## src/shared/rac_pkg.sv

```systemverilog
// constants for the alarm compare register block
package rac_pkg;
	localparam logic [7:0] RAC_OFS_A1_HOURS    = 8'h11;
	localparam logic [7:0] RAC_OFS_FIRST_ALARM_DAYDATE_UNITS = 8'h12;
	localparam logic [7:0] RAC_OFS_FIRST_ALARM_MON_UNITS    = 8'h13;
	localparam logic [7:0] RAC_OFS_FIRST_ALARM_YR_UNITS     = 8'h14;
	localparam logic [7:0] RAC_OFS_SECOND_ALARM_MIN_UNITS  = 8'h15;
	localparam logic [7:0] RAC_OFS_A2_HOURS    = 8'h16;
	localparam logic [7:0] RAC_OFS_SECOND_ALARM_DAYDATE_UNITS = 8'h17;
	localparam logic [7:0] RAC_RESET_VAL       = 8'h00;
	localparam int RAC_MASK_BIT = 7;
	localparam int RAC_SEL_BIT  = 6;
	localparam int RAC_YRM_BIT  = 6;
	localparam logic [7:0] RAC_HOURS_CMP = 8'h3f;
	localparam logic [7:0] RAC_DATE_CMP  = 8'h3f;
	localparam logic [7:0] RAC_DAY_CMP   = 8'h07;
	localparam logic [7:0] RAC_MONTH_CMP = 8'h1f;
	localparam logic [7:0] RAC_MIN_CMP   = 8'h7f;
	localparam logic [7:0] RAC_HOURS_WR  = 8'hbf;
	localparam logic [7:0] RAC_DD_WR     = 8'hff;
	localparam logic [7:0] RAC_MONTH_WR  = 8'hdf;
	localparam logic [7:0] RAC_MIN_WR    = 8'hff;
endpackage

```

## src/logic/rac_alarm_regs.sv

```systemverilog
// alarm setting registers and match detection for both alarms
`timescale 1ns/1ns
`default_nettype none
module rac_alarm_regs
	import rac_pkg::*;
(
	input  wire logic       sys_clk,
	input  wire logic       rstn,
	input  wire logic       reg_wr,
	input  wire logic [7:0] reg_addr,
	input  wire logic [7:0] reg_wdata,
	output logic      [7:0] reg_rdata,
	input  wire logic [7:0] tk_seconds,
	input  wire logic [7:0] tk_minutes,
	input  wire logic [7:0] tk_hours,
	input  wire logic [7:0] tk_day,
	input  wire logic [7:0] tk_date,
	input  wire logic [7:0] tk_month,
	input  wire logic [7:0] tk_year,
	input  wire logic [7:0] first_alarm_sec_set,
	input  wire logic [7:0] first_alarm_min_set,
	input  wire logic       tick,
	input  wire logic       first_alarm_flag_clr,
	input  wire logic       second_alarm_flag_clr,
	output logic            first_alarm_flag_q,
	output logic            second_alarm_flag_q
);
	logic [7:0] a1_hours_q;
	logic [7:0] a1_dd_q;
	logic [7:0] first_alarm_mon_units_q;
	logic [7:0] first_alarm_yr_units_q;
	logic [7:0] a2_min_q;
	logic [7:0] a2_hours_q;
	logic [7:0] a2_dd_q;
	logic       a1_hit;
	logic       a2_hit;
	logic       a1_hit_q;
	logic       a2_hit_q;
	logic [7:0] rdata_d;

	// masked field compare over selected bits
	function automatic logic fld_ok(input logic msk, input logic [7:0] a,
		input logic [7:0] t, input logic [7:0] sel);
		fld_ok = msk | ((a & sel) == (t & sel));
	endfunction

	// day/date compare: weekday uses only bits 2:0
	function automatic logic dd_ok(input logic [7:0] a, input logic [7:0] day,
		input logic [7:0] date);
		if (a[RAC_SEL_BIT])
			dd_ok = a[RAC_MASK_BIT] | ((a & RAC_DAY_CMP) == (day & RAC_DAY_CMP));
		else
			dd_ok = a[RAC_MASK_BIT] | ((a & RAC_DATE_CMP) == (date & RAC_DATE_CMP));
	endfunction

	// bit 5 compares as pm flag or twenties digit; both are plain bit equality,
	// so the format bit (tk_hours[6]) only changes meaning, not the compare
	always_ff @(posedge sys_clk or negedge rstn)
	begin
		if (!rstn)
		begin
			a1_hours_q <= RAC_RESET_VAL;
			a1_dd_q    <= RAC_RESET_VAL;
			first_alarm_mon_units_q <= RAC_RESET_VAL;
			first_alarm_yr_units_q  <= RAC_RESET_VAL;
			a2_min_q   <= RAC_RESET_VAL;
			a2_hours_q <= RAC_RESET_VAL;
			a2_dd_q    <= RAC_RESET_VAL;
		end
		else if (reg_wr)
		begin
			case (reg_addr)
				RAC_OFS_A1_HOURS:    a1_hours_q <= reg_wdata & RAC_HOURS_WR;
				RAC_OFS_FIRST_ALARM_DAYDATE_UNITS: a1_dd_q    <= reg_wdata & RAC_DD_WR;
				RAC_OFS_FIRST_ALARM_MON_UNITS:    first_alarm_mon_units_q <= reg_wdata & RAC_MONTH_WR;
				RAC_OFS_FIRST_ALARM_YR_UNITS:     first_alarm_yr_units_q  <= reg_wdata;
				RAC_OFS_SECOND_ALARM_MIN_UNITS:  a2_min_q   <= reg_wdata & RAC_MIN_WR;
				RAC_OFS_A2_HOURS:    a2_hours_q <= reg_wdata & RAC_HOURS_WR;
				RAC_OFS_SECOND_ALARM_DAYDATE_UNITS: a2_dd_q    <= reg_wdata & RAC_DD_WR;
				default:             ;
			endcase
		end
	end

	always_comb
	begin
		case (reg_addr)
			RAC_OFS_A1_HOURS:    rdata_d = a1_hours_q;
			RAC_OFS_FIRST_ALARM_DAYDATE_UNITS: rdata_d = a1_dd_q;
			RAC_OFS_FIRST_ALARM_MON_UNITS:    rdata_d = first_alarm_mon_units_q;
			RAC_OFS_FIRST_ALARM_YR_UNITS:     rdata_d = first_alarm_yr_units_q;
			RAC_OFS_SECOND_ALARM_MIN_UNITS:  rdata_d = a2_min_q;
			RAC_OFS_A2_HOURS:    rdata_d = a2_hours_q;
			RAC_OFS_SECOND_ALARM_DAYDATE_UNITS: rdata_d = a2_dd_q;
			default:             rdata_d = 8'h00;
		endcase
	end

	always_ff @(posedge sys_clk or negedge rstn)
	begin
		if (!rstn)
			reg_rdata <= 8'h00;
		else
			reg_rdata <= rdata_d;
	end

	assign a1_hit = fld_ok(first_alarm_sec_set[RAC_MASK_BIT], first_alarm_sec_set,
			tk_seconds, RAC_MIN_CMP)
		& fld_ok(first_alarm_min_set[RAC_MASK_BIT], first_alarm_min_set,
			tk_minutes, RAC_MIN_CMP)
		& fld_ok(a1_hours_q[RAC_MASK_BIT], a1_hours_q, tk_hours, RAC_HOURS_CMP)
		& dd_ok(a1_dd_q, tk_day, tk_date)
		& fld_ok(first_alarm_mon_units_q[RAC_MASK_BIT], first_alarm_mon_units_q, tk_month, RAC_MONTH_CMP)
		& fld_ok(first_alarm_mon_units_q[RAC_YRM_BIT], first_alarm_yr_units_q, tk_year, 8'hff);

	assign a2_hit = fld_ok(a2_min_q[RAC_MASK_BIT], a2_min_q, tk_minutes, RAC_MIN_CMP)
		& fld_ok(a2_hours_q[RAC_MASK_BIT], a2_hours_q, tk_hours, RAC_HOURS_CMP)
		& dd_ok(a2_dd_q, tk_day, tk_date);

	// compare only on the time tick; hit latches hold previous-tick match
	// so a flag fires on the tick where the match begins, not repeatedly
	always_ff @(posedge sys_clk or negedge rstn)
	begin
		if (!rstn)
		begin
			a1_hit_q <= 1'b0;
			a2_hit_q <= 1'b0;
		end
		else if (tick)
		begin
			a1_hit_q <= a1_hit;
			a2_hit_q <= a2_hit;
		end
	end

	// set wins over a clear in the same cycle
	always_ff @(posedge sys_clk or negedge rstn)
	begin
		if (!rstn)
			first_alarm_flag_q <= 1'b0;
		else if (tick && a1_hit && !a1_hit_q)
			first_alarm_flag_q <= 1'b1;
		else if (first_alarm_flag_clr)
			first_alarm_flag_q <= 1'b0;
	end

	always_ff @(posedge sys_clk or negedge rstn)
	begin
		if (!rstn)
			second_alarm_flag_q <= 1'b0;
		else if (tick && a2_hit && !a2_hit_q)
			second_alarm_flag_q <= 1'b1;
		else if (second_alarm_flag_clr)
			second_alarm_flag_q <= 1'b0;
	end
endmodule
`default_nettype wire

```

## config.mk

```make
export PLATFORM = sky130hd
export DESIGN_NAME = rac_alarm_regs
export DESIGN_NICKNAME = d
export VERILOG_FILES = /design/src/shared/rac_pkg.sv /design/src/logic/rac_alarm_regs.sv
export SDC_FILE = /design/constraint.sdc
export NUM_CORES = 1
export LEC_CHECK = 0
export ABC_AREA = 1
export BUFFER_PORTS_ARGS = -buffer_cell sky130_fd_sc_hd__clkbuf_2
export CORE_MARGIN = 8
export CORE_UTILIZATION = 32
export CTS_CLUSTER_DIAMETER = 120
export DETAILED_ROUTE_END_ITERATION = 8
export MAX_ROUTING_LAYER = met4
export PLACE_DENSITY = 0.54
export SKIP_LAST_GASP = 1
export SLEW_MARGIN = 10
export SYNTH_ARGS = -nofsm -noshare
export SYNTH_HDL_FRONTEND = slang
export SYNTH_SLANG_ARGS = --single-unit
```

## constraint.sdc

```tcl
create_clock -name sys_clk -period 2.3 [get_ports sys_clk]
set_clock_uncertainty 0.05 [all_clocks]
set_input_delay 0.115 -clock sys_clk [delete_from_list [all_inputs] [get_ports sys_clk]]
set_output_delay 0.115 -clock sys_clk [all_outputs]
set_load 0.01 [all_outputs]
```

* Yosys cells after proc, flatten, opt, wreduce, memory -nomap -nowiden
Index checks and enable logic that the tools add are counted.
Cells by class: reduce and logical (&&, ||, !) cells 15, bitwise logic cells 18, muxes and demuxes 7, eq/ne operators 18
Operators with widths (number):
- $eq 8x5->1 const B | 7
- $pmux 8 s7 | 1
- $eq 6x6->1 | 4
- $eq 7x7->1 | 3
- $reduce_and 2->1 | 7
- $or 1x1->1 | 11
- $eq 8x8->1 | 1
- $and 1x1->1 | 7
- $eq 3x3->1 | 2
- $mux 1 | 6
- $eq 5x5->1 | 1
- $logic_and 1x1->1 | 4
- $reduce_bool 2->1 | 2
- $logic_not 1->1 | 2
Word-level totals: output and inout port bits 10, word-level logic and storage cells 70, flip-flop bits (word level) 65

* Depth between registers and ports, before layout
Gate-level depths: netlist of the first run.
depth after elaboration 10, gate-level depth with buffers 11, mapped depth without buffers 11

* Least setup slack after synthesis of the first run
No wires, ideal clock.
path kind input-to-reg, start point input port reg_addr[1], end point register a2_min_q[5], stages on the path 9, data required time 2.130 ns, library setup time 0.120 ns, slack 1.043 ns, arrival 1.087 ns, buffers on the path 2, path through clkbuf_2 or2_4 inv_2 nand2_1 inv_2 nand2_2 buf_6 nand2_1 o21ai_2
On the way: longest elaborated chain between the ends 2
RTL lines:
- start, declared | RTL line rac_alarm_regs.sv:10 | input wire logic [7:0] reg_addr,
- $eq 8x5->1 | RTL line rac_alarm_regs.sv:72 | case (reg_addr)
- $reduce_and 2->1 (no source line)
- end signal, assigned | RTL line rac_alarm_regs.sv:77 | RAC_OFS_SECOND_ALARM_MIN_UNITS: a2_min_q <= reg_wdata & RAC_MIN_WR;
- end, declared | RTL line rac_alarm_regs.sv:32 | logic [7:0] a2_min_q;
No other way between the ends. A chain may end at the register's enable or synchronous reset.

* Final worst setup path of the first run
start point register a1_dd_q[2], end point register first_alarm_flag_q
On the way: longest elaborated chain between the ends 9
RTL lines:
- start, declared | RTL line rac_alarm_regs.sv:29 | logic [7:0] a1_dd_q;
- start signal, assigned | RTL line rac_alarm_regs.sv:74 | RAC_OFS_FIRST_ALARM_DAYDATE_UNITS: a1_dd_q <= reg_wdata & RAC_DD_WR;
- $eq 6x6->1 / $eq 3x3->1 (equally long branches) | RTL line rac_alarm_regs.sv:53, rac_alarm_regs.sv:51
- $or 1x1->1, on equally long branches | RTL line rac_alarm_regs.sv:53, rac_alarm_regs.sv:51
- $mux 1 * | RTL line rac_alarm_regs.sv:50 | if (a[RAC_SEL_BIT])
- $and 1x1->1 * | RTL line rac_alarm_regs.sv:112 | & dd_ok(a1_dd_q, tk_day, tk_date)
- $and 1x1->1 * | RTL line rac_alarm_regs.sv:113 | & fld_ok(first_alarm_mon_units_q[RAC_MASK_BIT], first_alarm_mon_units_q, tk_month, RAC_MONTH_CMP)
- $and 1x1->1 * | RTL line rac_alarm_regs.sv:114 | & fld_ok(first_alarm_mon_units_q[RAC_YRM_BIT], first_alarm_yr_units_q, tk_year, 8'hff);
- $logic_and 1x1->1 * (2 in series) | RTL line rac_alarm_regs.sv:141 | else if (tick && a1_hit && !a1_hit_q)
- $mux 1 / $reduce_bool 2->1 (equally long branches)
- end signal, assigned | RTL line rac_alarm_regs.sv:140 | first_alarm_flag_q <= 1'b0;
- end signal, assigned | RTL line rac_alarm_regs.sv:142 | first_alarm_flag_q <= 1'b1;
- end signal, assigned | RTL line rac_alarm_regs.sv:144 | first_alarm_flag_q <= 1'b0;
- end, declared | RTL line rac_alarm_regs.sv:25 | output logic first_alarm_flag_q,
Every way passes the cells marked *; elsewhere a longest branch is shown, timed or not.

==> run metrics, run 1 <==
status complete, no violations; area grow syn2layout 24.5%; layout cells sized above 1 0.203; Synth top area share 0.413; synthesized area 3940 um^2; final worst slack 0.839 ns; GPL Wtd Cong between 0.9 and 1; Place WS 0.648 ns; worst-margin pin slew 0.591 ns; cell taking the most area after synthesis dfrtp_1; Synth Area per Inst 7.16 um^2; largest net degree at the start of global routing 32; Slowest-stage cell, CP dfrtp_1; worst hold path type input port to flop; critical path peak fanout 5; Setup-failing EPs final 0; Slew headroom 0.605; clock latency on the worst-skew pair 0.32 ns; n_diodes 0; Hold Violations, Final 0; die area between 15000 and 20000 um^2; initial core utilization 0.328; Post-Synth Adder-Cell Area 0; Critical Path AT 1.67 ns; sequential area share after synthesis 0.413; Die Y 127 um; Tmin final 1.46 ns; GRT Total Usage 0.154; post-synthesis xor/xnor area fraction 0.0689; Pre-antenna DRT Iters 5; CP endpoint first_alarm_flag_q$_DFFE_PN0P_; maximum VDD drop around 0.34 mV; Critical Path RT 2.51 ns; Yosys reg bits 65; detailed-route wire length per cell roughly 15 um; max-cap violations 0; PD cells 584 nW/um^2; vias per cell between 4 and 5; max incr delay on CP 0.45 ns; Reg2Reg Launch Point a1_dd_q[2]$_DFFE_PN0P_; drt first-iter violations 273; Syn Inst Count between 500 and 600; Final Power 2870 uW; vias in the first global route 3665; cells on worst reg2reg path 11; max frequency 685 MHz; CTS clock-pin slew for the worst setup and hold paths 0.05 ns; fin nets 748; initial antenna violation count 0; Crit. Startpoint a1_dd_q[2]$_DFFE_PN0P_; Synth cell types 33; RSZ-0062 raised after global routing false; Fin Setup TNS 0 ns; Antenna Nets Post-Route 0; Core Footprint 12000 um^2; Final Util 0.409; Post-Route WL 11800 um; first-pass GRT wire length 18900 um; setup bufs post-CTS 0; Leak around 0.0026 uW; Clock Sinks 65; reg-to-reg endpoint first_alarm_flag_q$_DFFE_PN0P_; die width about 130 um; Critical Path End Type flop; H-tree levels 3; CP dominant cell by count nand2_1; max-slew violations 0; Syn Nets 644; Port Buffers slightly below 90; mux cell area share after synthesis 0; worst reg2reg setup slack 0.84 ns; Synth area leaders dfrtp_1 41%, nand2_1 18%, inv_1 7.6%; CTS Buf Count 9; IO Pins 104; Final period util 0.635; worst path cell trace inv_1 -> nand2_1 -> nand2_1 -> nand2_1 -> nor2_1 -> nand2_1 -> nand2_1 -> nand2_1 -> nor2_1 -> nand3_1 -> nand2_1; critical path type flop to flop; hpwl dp 9370 um; fillers 1233; num rows 40; CTS root buf clkbuf_16; aggregate global routing overflow 0; TritonCTS clock tree done; vias post-DR 3700; Clock Path Buffers 2; YS warnings 0; CP Launch Type flop; Post-Synth Simple-Gate Area 0.294; compound-cell area share of the yosys netlist 0.127; DRC 0; combinational family with the most area after synthesis simple AND/OR/NAND/NOR gates
routing by layer:
layer | vias up | part of all wire | global-route usage
met4 | 0 | 0.012 | 0.0406
met5 | - | 0 | -
li1 | 1918 | - | -
met2 | 84 | 0.50 | 0.263
met1 | 1687 | 0.44 | 0.182
met3 | 11 | 0.051 | 0.0314
cell usage after synthesis:
master     instances
nor3_1             1
or2_2              1
o211ai_1           2
buf_2              3
or2_4              1
o21ai_0           48
clkbuf_2           1
nand3b_1           1
nand3_1           23
xor2_1            12
a21boi_0           1
nor2_1            42
buf_6              1
o21ai_1            6
nor2_2             3
o2111a_1           2
a21oi_1            3
nand4_4            2
nor2_8             1
o21ai_2           11
o22ai_1            6
nand4_1            2
buf_8              1
xnor2_1           19
a22o_1             1
nand2_1          194
inv_2              7
dfrtp_1           65
nand3_4            1
clkbuf_1           3
o2111ai_1          3
inv_1             80
nand2_2            3
registers in the layout, indices dropped and copies added, names as in the netlist, 7 cells and up:
signal	count
a2_min_q	8
a1_dd_q	8
a2_dd_q	8
first_alarm_yr_units_q	8
first_alarm_mon_units_q	7
a2_hours_q	7
a1_hours_q	7
reg_rdata	8
worst min-delay path by stage:
stage	from	endpoint	slack (ns)	cells past startpoint
2_1_floorplan	rstn	a1_dd_q[0]$_DFFE_PN0P_	-0.23	0
3_3_place_gp	rstn	a1_hours_q[7]$_DFFE_PN0P_	-0.02	1
3_5_place_dp	rstn	a1_hours_q[7]$_DFFE_PN0P_	-0.01	1
4_1_cts	reg_wdata[6]	a2_min_q[6]$_DFFE_PN0P_	0.15	3
5_1_grt	reg_wdata[6]	first_alarm_yr_units_q[6]$_DFFE_PN0P_	0.17	3
6_report	reg_wdata[6]	a2_min_q[6]$_DFFE_PN0P_	0.15	3
critical path, delay by kind of cell (launching register included):
kind,cells,cell delay (ns)
buf+inv,1,0.10
flops,1,0.45
simple gates,10,0.80
placed cells by master (no fill, tap or decap), types with 2 or more instances in the layout:
cell / n
o211ai_1: 2
clkbuf_8: 3
nand3_1: 23
nand2_2: 3
nand2_1: 194
o22ai_1: 6
xnor2_1: 19
nor2_1: 42
inv_1: 80
nand4_1: 2
dlygate4sd3_1: 11
nor2_2: 3
dfrtp_1: 65
a21oi_1: 3
buf_4: 2
o21ai_1: 6
o2111a_1: 2
nand4_4: 2
o21ai_2: 11
xor2_1: 12
clkbuf_16: 9
o21ai_0: 48
inv_2: 7
o2111ai_1: 3
clkbuf_2: 89
power by group:
group          total [uW]  internal, uW  switching, uW
clock                1240           799            443
combinational         385           161            224
sequential           1240          1190           44.6
kinds of logic (layout without fill, tap and decap cells):
logic type | Yosys count | count (layout)
simple gates | 275 | 275
compound gates | 83 | 83
buf+inv | 96 | 202
flops | 65 | 65
xor+xnor | 31 | 31
per-stage QoR:
stage | instances | instance area (um^2) | hold slack [ns]
6_report | 803 | 4910 | 0.151
5_1_grt | 803 | 4910 | 0.166
4_1_cts | 803 | 4910 | 0.150
3_5_place_dp | 779 | 4530 | -0.0127
3_3_place_gp | 779 | 4530 | -0.0177
2_1_floorplan | 550 | 3940 | -0.231
cell type report:
| cell class | count | area (um^2) | area share |
|---|---|---|---|
| tap | 147 | 184 | 0.0375 |
| sequential | 65 | 1630 | 0.331 |
| timing repair buffer | 102 | 571 | 0.116 |
| inverter | 87 | 327 | 0.0665 |
| clock buffer | 13 | 270 | 0.0551 |
| multi-input combinational | 389 | 1930 | 0.393 |
repair_timing:
action	in CTS	in global routing
gates resized for setup	0	0
hold buffers	11	0
hold endpoints to repair	22	0
Note: power is estimated with default switching activity, not from simulation.
==> run 2: changes to the inputs <==
--- a/config.mk
+++ b/config.mk
@@ -5,14 +5,14 @@
 export SDC_FILE = /design/constraint.sdc
 export NUM_CORES = 1
 export LEC_CHECK = 0
-export ABC_AREA = 1
+export ABC_AREA = 0
 export BUFFER_PORTS_ARGS = -buffer_cell sky130_fd_sc_hd__clkbuf_2
 export CORE_MARGIN = 8
 export CORE_UTILIZATION = 32
 export CTS_CLUSTER_DIAMETER = 120
 export DETAILED_ROUTE_END_ITERATION = 8
 export MAX_ROUTING_LAYER = met4
-export PLACE_DENSITY = 0.54
+export PLACE_DENSITY = 0.57
 export SKIP_LAST_GASP = 1
 export SLEW_MARGIN = 10
 export SYNTH_ARGS = -nofsm -noshare
==> constraint.sdc (replaced) <==
create_clock -name sys_clk -period 1.3 [get_ports sys_clk]
set_clock_uncertainty 0.05 [all_clocks]
set_input_delay 0.065 -clock sys_clk [delete_from_list [all_inputs] [get_ports sys_clk]]
set_output_delay 0.065 -clock sys_clk [all_outputs]
set_load 0.01 [all_outputs]
==> run metrics, run 2 <==
CTS root buf clkbuf_8; Slew headroom 0.708; CP Launch Type flop; largest net degree at the start of global routing between 60 and 70; failing checks negative setup slack; cell taking the most area after synthesis dfrtp_1; Synth Area per Inst 12.7 um^2; critical path peak fanout 2; vias per cell around 4.8; n_diodes 0; GRT Total Usage 0.159; die width between 100 and 150 um; synthesized area 3560 um^2; status complete, but fails checks; Hold Crit Start reg_wdata[5]; layout cells sized above 1 0.602; Final Cell Area 5330 um^2; max-slew violations 0; hold slack 0.0406 ns; final worst slack -0.510 ns; Post-synth top cells 65 x dfrtp_1, 61 x mux2_2, 32 x xnor2_1, 32 x xor2_1, 11 x nand2_1; detailed-route wire length per cell 18.1 um; worst hold path type input port to flop; CTS Buf Count 9; drt first-iter violations approximately 120; aggregate global routing overflow 0; vias in the first global route 3244; initial core utilization 0.328; TritonCTS clock tree done; Hold Violations, Final 0; Critical Path AT a little over 2 ns; worst reg2reg setup slack -0.51 ns; most frequent cells in the layout 88 x clkbuf_2, 65 x dfrtp_1, 55 x buf_4; YS warnings 0; DP Area 4920 um^2; IO Pins 104; Critical Path End Type flop; H-tree levels 3; fillers 976; Clock Path Buffers 2; cell with the most instances after synthesis dfrtp_1; Syn Inst Count 280; Synth cell types 36; Setup-failing EPs final 24; cells on worst reg2reg path 5; num rows 38; Leak 0.00263 uW; Port Buffers 89; Post-synth EDFFs 0; most common cell after layout, fill and taps aside clkbuf_2; Antenna Nets Post-Route 0; Pre-antenna DRT Iters 4; max frequency between 500 and 600 MHz; clock latency on the worst-skew pair 0.35 ns; Final period util 1.39; GPL Wtd Cong 0.876; RSZ-0062 raised after global routing true; Synth area leaders dfrtp_1 46%, mux2_2 19%, xnor2_1 7.9%; max-cap violations 0; maximum VDD drop around 0.4 mV; die area 14800 um^2; initial antenna violation count 0; PD cells 884 nW/um^2; ys flop type dfrtp_1; fin nets 549; critical path type flop to flop; Yosys reg bits 65; hpwl dp roughly 8600 um; Critical Path RT 1.51 ns; Post-Route WL approximately 11000 um; ys async rst share 1.00; area grow syn2layout 49.8%; Tmin final 1.81 ns; first-pass GRT wire length 17400 um; Die Y approximately 120 um; reg-to-reg endpoint first_alarm_flag_q$_DFFE_PN0P_; WHS Path Cells 2; sequential area share after synthesis 0.457; worst-margin pin slew 0.437 ns; Worst Hold End a1_hours_q[5]$_DFFE_PN0P_; DRC 0; Reg2Reg Launch Point a1_dd_q[3]$_DFFE_PN0P_; Synth top area share 0.457; CTS clock-pin slew for the worst setup and hold paths approximately 0.07 ns; Clock Sinks between 60 and 70; Place WS -0.674 ns; vias post-DR a little under 3000; Core Footprint 10800 um^2; Syn Nets 374
[run 2: cells by family after synthesis]
kind of cell | Yosys count | share of synthesized area
AOI/OAI and AO/OA | 31 | 0.0622
xor gates and xnor gates | 64 | 0.158
buffers and inverters | 12 | 0.0144
DFF | 65 | 0.457
muxes | 68 | 0.237
and+or+nand+nor | 40 | 0.0714
[run 2: final cells by class]
cell class,instances,area (um^2),area share
Multi-Input combinational cell,203,2090,0.393
Clock inverter,2,10.0,0.00188
Tap cell,140,175,0.0329
Clock buffer,14,183,0.0343
Sequential cell,65,1630,0.305
Inverter,4,15.0,0.00282
Timing Repair Buffer,172,1230,0.230
[run 2: critical path, cell delays in order (launching register included)]
cell,delay [ns]
dfrtp_1,0.39
xor2_1,0.15
or4_4,0.52
o41ai_4,0.23
o2111ai_2,0.17
o32ai_2,0.22
[run 2: per-layer routing]
layer	vias up	global-route usage	part of all wire
li1	1379	-	-
met1	1411	0.190	0.44
met2	79	0.257	0.49
met3	15	0.0358	0.045
met4	0	0.0594	0.021
met5	-	-	0
[run 2: where the power goes]
group          switching (uW)  leakage (uW)  internal, uW
Sequential               68.3      0.000898          2100
Clock                     770      0.000102           896
Combinational             381       0.00163           498
Total                    1220       0.00263          3490
[run 2: timing repair]
action,4_1_cts,5_1_grt
resized for setup,29,17
hold endpoints to repair,70,0
pin swaps,12,9
endpoints found under the setup margin,23,49
gates cloned,0,0
buffers inserted,3,2
hold buffers,5,0
[run 2: worst max-delay path by stage]
stage / startpoint / to / slack (ns) / cells after the start
floorplan: a1_dd_q[3]$_DFFE_PN0P_ / first_alarm_flag_q$_DFFE_PN0P_ / -0.43 / 5
global placement: a1_hours_q[1]$_DFFE_PN0P_ / first_alarm_flag_q$_DFFE_PN0P_ / -0.63 / 6
detailed placement: a1_hours_q[1]$_DFFE_PN0P_ / first_alarm_flag_q$_DFFE_PN0P_ / -0.67 / 6
CTS: a1_dd_q[3]$_DFFE_PN0P_ / first_alarm_flag_q$_DFFE_PN0P_ / -0.52 / 5
global route: a1_dd_q[3]$_DFFE_PN0P_ / first_alarm_flag_q$_DFFE_PN0P_ / -0.59 / 5
finish: a1_dd_q[3]$_DFFE_PN0P_ / first_alarm_flag_q$_DFFE_PN0P_ / -0.51 / 5
[run 2: per-stage QoR]
stage / std cells / TNS [ns] / total power, uW / utilization
finish: 600 / -2.42 / 4710 / 0.492
global route: 600 / -4.13 / 4940 / 0.492
CTS: 600 / -2.28 / 4750 / 0.486
detailed placement: 578 / -20.30 / 3030 / 0.454
global placement: 578 / -19.87 / 3020 / 0.454
floorplan: 280 / -9.16 / 2550 / -
==> run 3: changes to the inputs <==
--- a/config.mk
+++ b/config.mk
@@ -8,11 +8,11 @@
 export ABC_AREA = 0
 export BUFFER_PORTS_ARGS = -buffer_cell sky130_fd_sc_hd__clkbuf_2
 export CORE_MARGIN = 8
-export CORE_UTILIZATION = 32
+export CORE_UTILIZATION = 47
 export CTS_CLUSTER_DIAMETER = 120
 export DETAILED_ROUTE_END_ITERATION = 8
 export MAX_ROUTING_LAYER = met4
-export PLACE_DENSITY = 0.57
+export PLACE_DENSITY = 0.77
 export SKIP_LAST_GASP = 1
 export SLEW_MARGIN = 10
 export SYNTH_ARGS = -nofsm -noshare
==> run metrics, run 3 (same netlist as run 2, synthesis figures left out) <==
Slowest-stage cell, CP or3_1; die width around 100 um; failing checks negative setup slack; Pre-antenna DRT Iters 4; Core Footprint 7290 um^2; Critical Path End Type flop; Multi-input gate area 2090 um^2; hpwl dp ~8000 um; clock latency on the worst-skew pair 0.34 ns; die area around 11000 um^2; max frequency 530 MHz; max incr delay on CP 0.42 ns; Fin Setup TNS -3.42 ns; Leak between 0.002 and 0.003 uW; num rows 31; final worst slack -0.585 ns; CP Launch Type flop; RSZ-0062 raised after global routing true; area grow syn2layout 46.4%; TritonCTS clock tree done; Place WS -0.615 ns; critical path type flop to flop; vias post-DR 2965; FF+latch area 1630 um^2; first-pass GRT wire length roughly 16000 um; CTS clock-pin slew for the worst setup and hold paths ~0.070 ns; drt first-iter violations 129; detailed-route wire length per cell 19.1 um; IO Pins 104; vias per cell between 5 and 6; Final Util 0.715; n_diodes 0; Tmin final between 1.5 and 2 ns; status complete, but fails checks; Hold Violations, Final 0; Antenna Nets Post-Route 0; GPL Wtd Cong 0.891; Die Y 103 um; critical path peak fanout 2; layout cells sized above 1 0.585; most common cell after layout, fill and taps aside clkbuf_2; CTS root buf clkbuf_8; GRT Total Usage 0.212; initial core utilization 0.488; Post-Layout Cell Count 552; PD cells roughly 900 nW/um^2; maximum VDD drop just over 0.5 mV; Setup-failing EPs final 30; worst-margin pin slew 0.392 ns; placed cells 530; worst hold path type input port to flop; max-cap violations 0; Post-Route WL 10600 um; vias in the first global route 3233; aggregate global routing overflow 0; Port Buffers 89; Clock Path Buffers 2; initial antenna violation count 0; DRC 0; H-tree levels 3; Clock Sinks 65; worst path cell trace xor2_1 -> nor4_2 -> a31oi_1 -> or3_1 -> o32ai_2; fin nets 543; Critical Path AT 2.07 ns; CTS Buf Count 9; most frequent cells in the layout 88 x clkbuf_2, 65 x dfrtp_1, 51 x buf_4; Critical Path RT around 1.5 ns; Final period util 1.45; Slew headroom 0.735; max-slew violations 0; largest net degree at the start of global routing 66; fillers 500; Final Power approximately 4700 uW
==> run 3: cell count changes in the layout (fill, tap and decap cells not counted), sizes merged <==
cell and change:
bufinv +1, clkbuf -2, buf -5, clkinv -1
clkinvlp +1, dlygate4sd3 -1
==> run 3: worst paths after layout <==
kind,from,to,slack (ns),cells past startpoint
hold reg to reg,a2_hit_q$_DFFE_PN0P_,second_alarm_flag_q$_DFFE_PN0P_,0.40,1
setup / recovery,a1_hours_q[1]$_DFFE_PN0P_,first_alarm_flag_q$_DFFE_PN0P_,-0.59,5
max in group asynchronous,rstn,a1_hours_q[7]$_DFFE_PN0P_,0.69,3
hold / removal,reg_addr[1],reg_rdata[6]$_DFF_PN0_,0.01,3
setup reg to reg,a1_hours_q[1]$_DFFE_PN0P_,first_alarm_flag_q$_DFFE_PN0P_,-0.59,5
min in group asynchronous,rstn,a2_min_q[1]$_DFFE_PN0P_,0.23,3
==> run 3: cell type report <==
type                       count  area share
sequential                    65       0.312
clock inverter                 3     0.00816
clock buffer                  12      0.0259
tap                           99      0.0238
multi-input combinational    203       0.402
timing repair buffer         166       0.225
inverter                       4     0.00288
==> run 3: critical path, delay by kind of cell, from the launching register on <==
kind | cells | cell delay (ns)
compound gates | 2 | 0.38
simple gates | 2 | 0.78
flops | 1 | 0.40
xor+xnor | 1 | 0.18
==> run 3: per-layer routing <==
layer	global-route usage	vias up	part of all wire
met5	-	-	0
met3	0.0331	21	0.071
met1	0.253	1466	0.39
met2	0.341	114	0.51
li1	-	1364	-
met4	0.109	0	0.028
==> run 3: metrics by stage <==
step	hold slack, ns	cell area [um^2]
2_1_floorplan	-0.281	3700
3_3_place_gp	0.0574	4820
3_5_place_dp	0.0671	4820
4_1_cts	0.00420	5120
5_1_grt	0.0147	5210
6_report	0.0124	5210
==> run 3: report_power, final <==
group	leakage [uW]	internal [uW]	switching (uW)
clock	0.0000864	875	749
sequential	0.000898	2100	69.7
combinational	0.00159	487	385
==> run 3: what timing repair did <==
item                                   CTS  global route
hold buffers                             4             0
resized for setup                       19            25
endpoints found under the hold margin   69             0
cloned                                   0             0
setup buffers                            5             5
setup endpoints to repair               30            65
pin swaps                               10            13
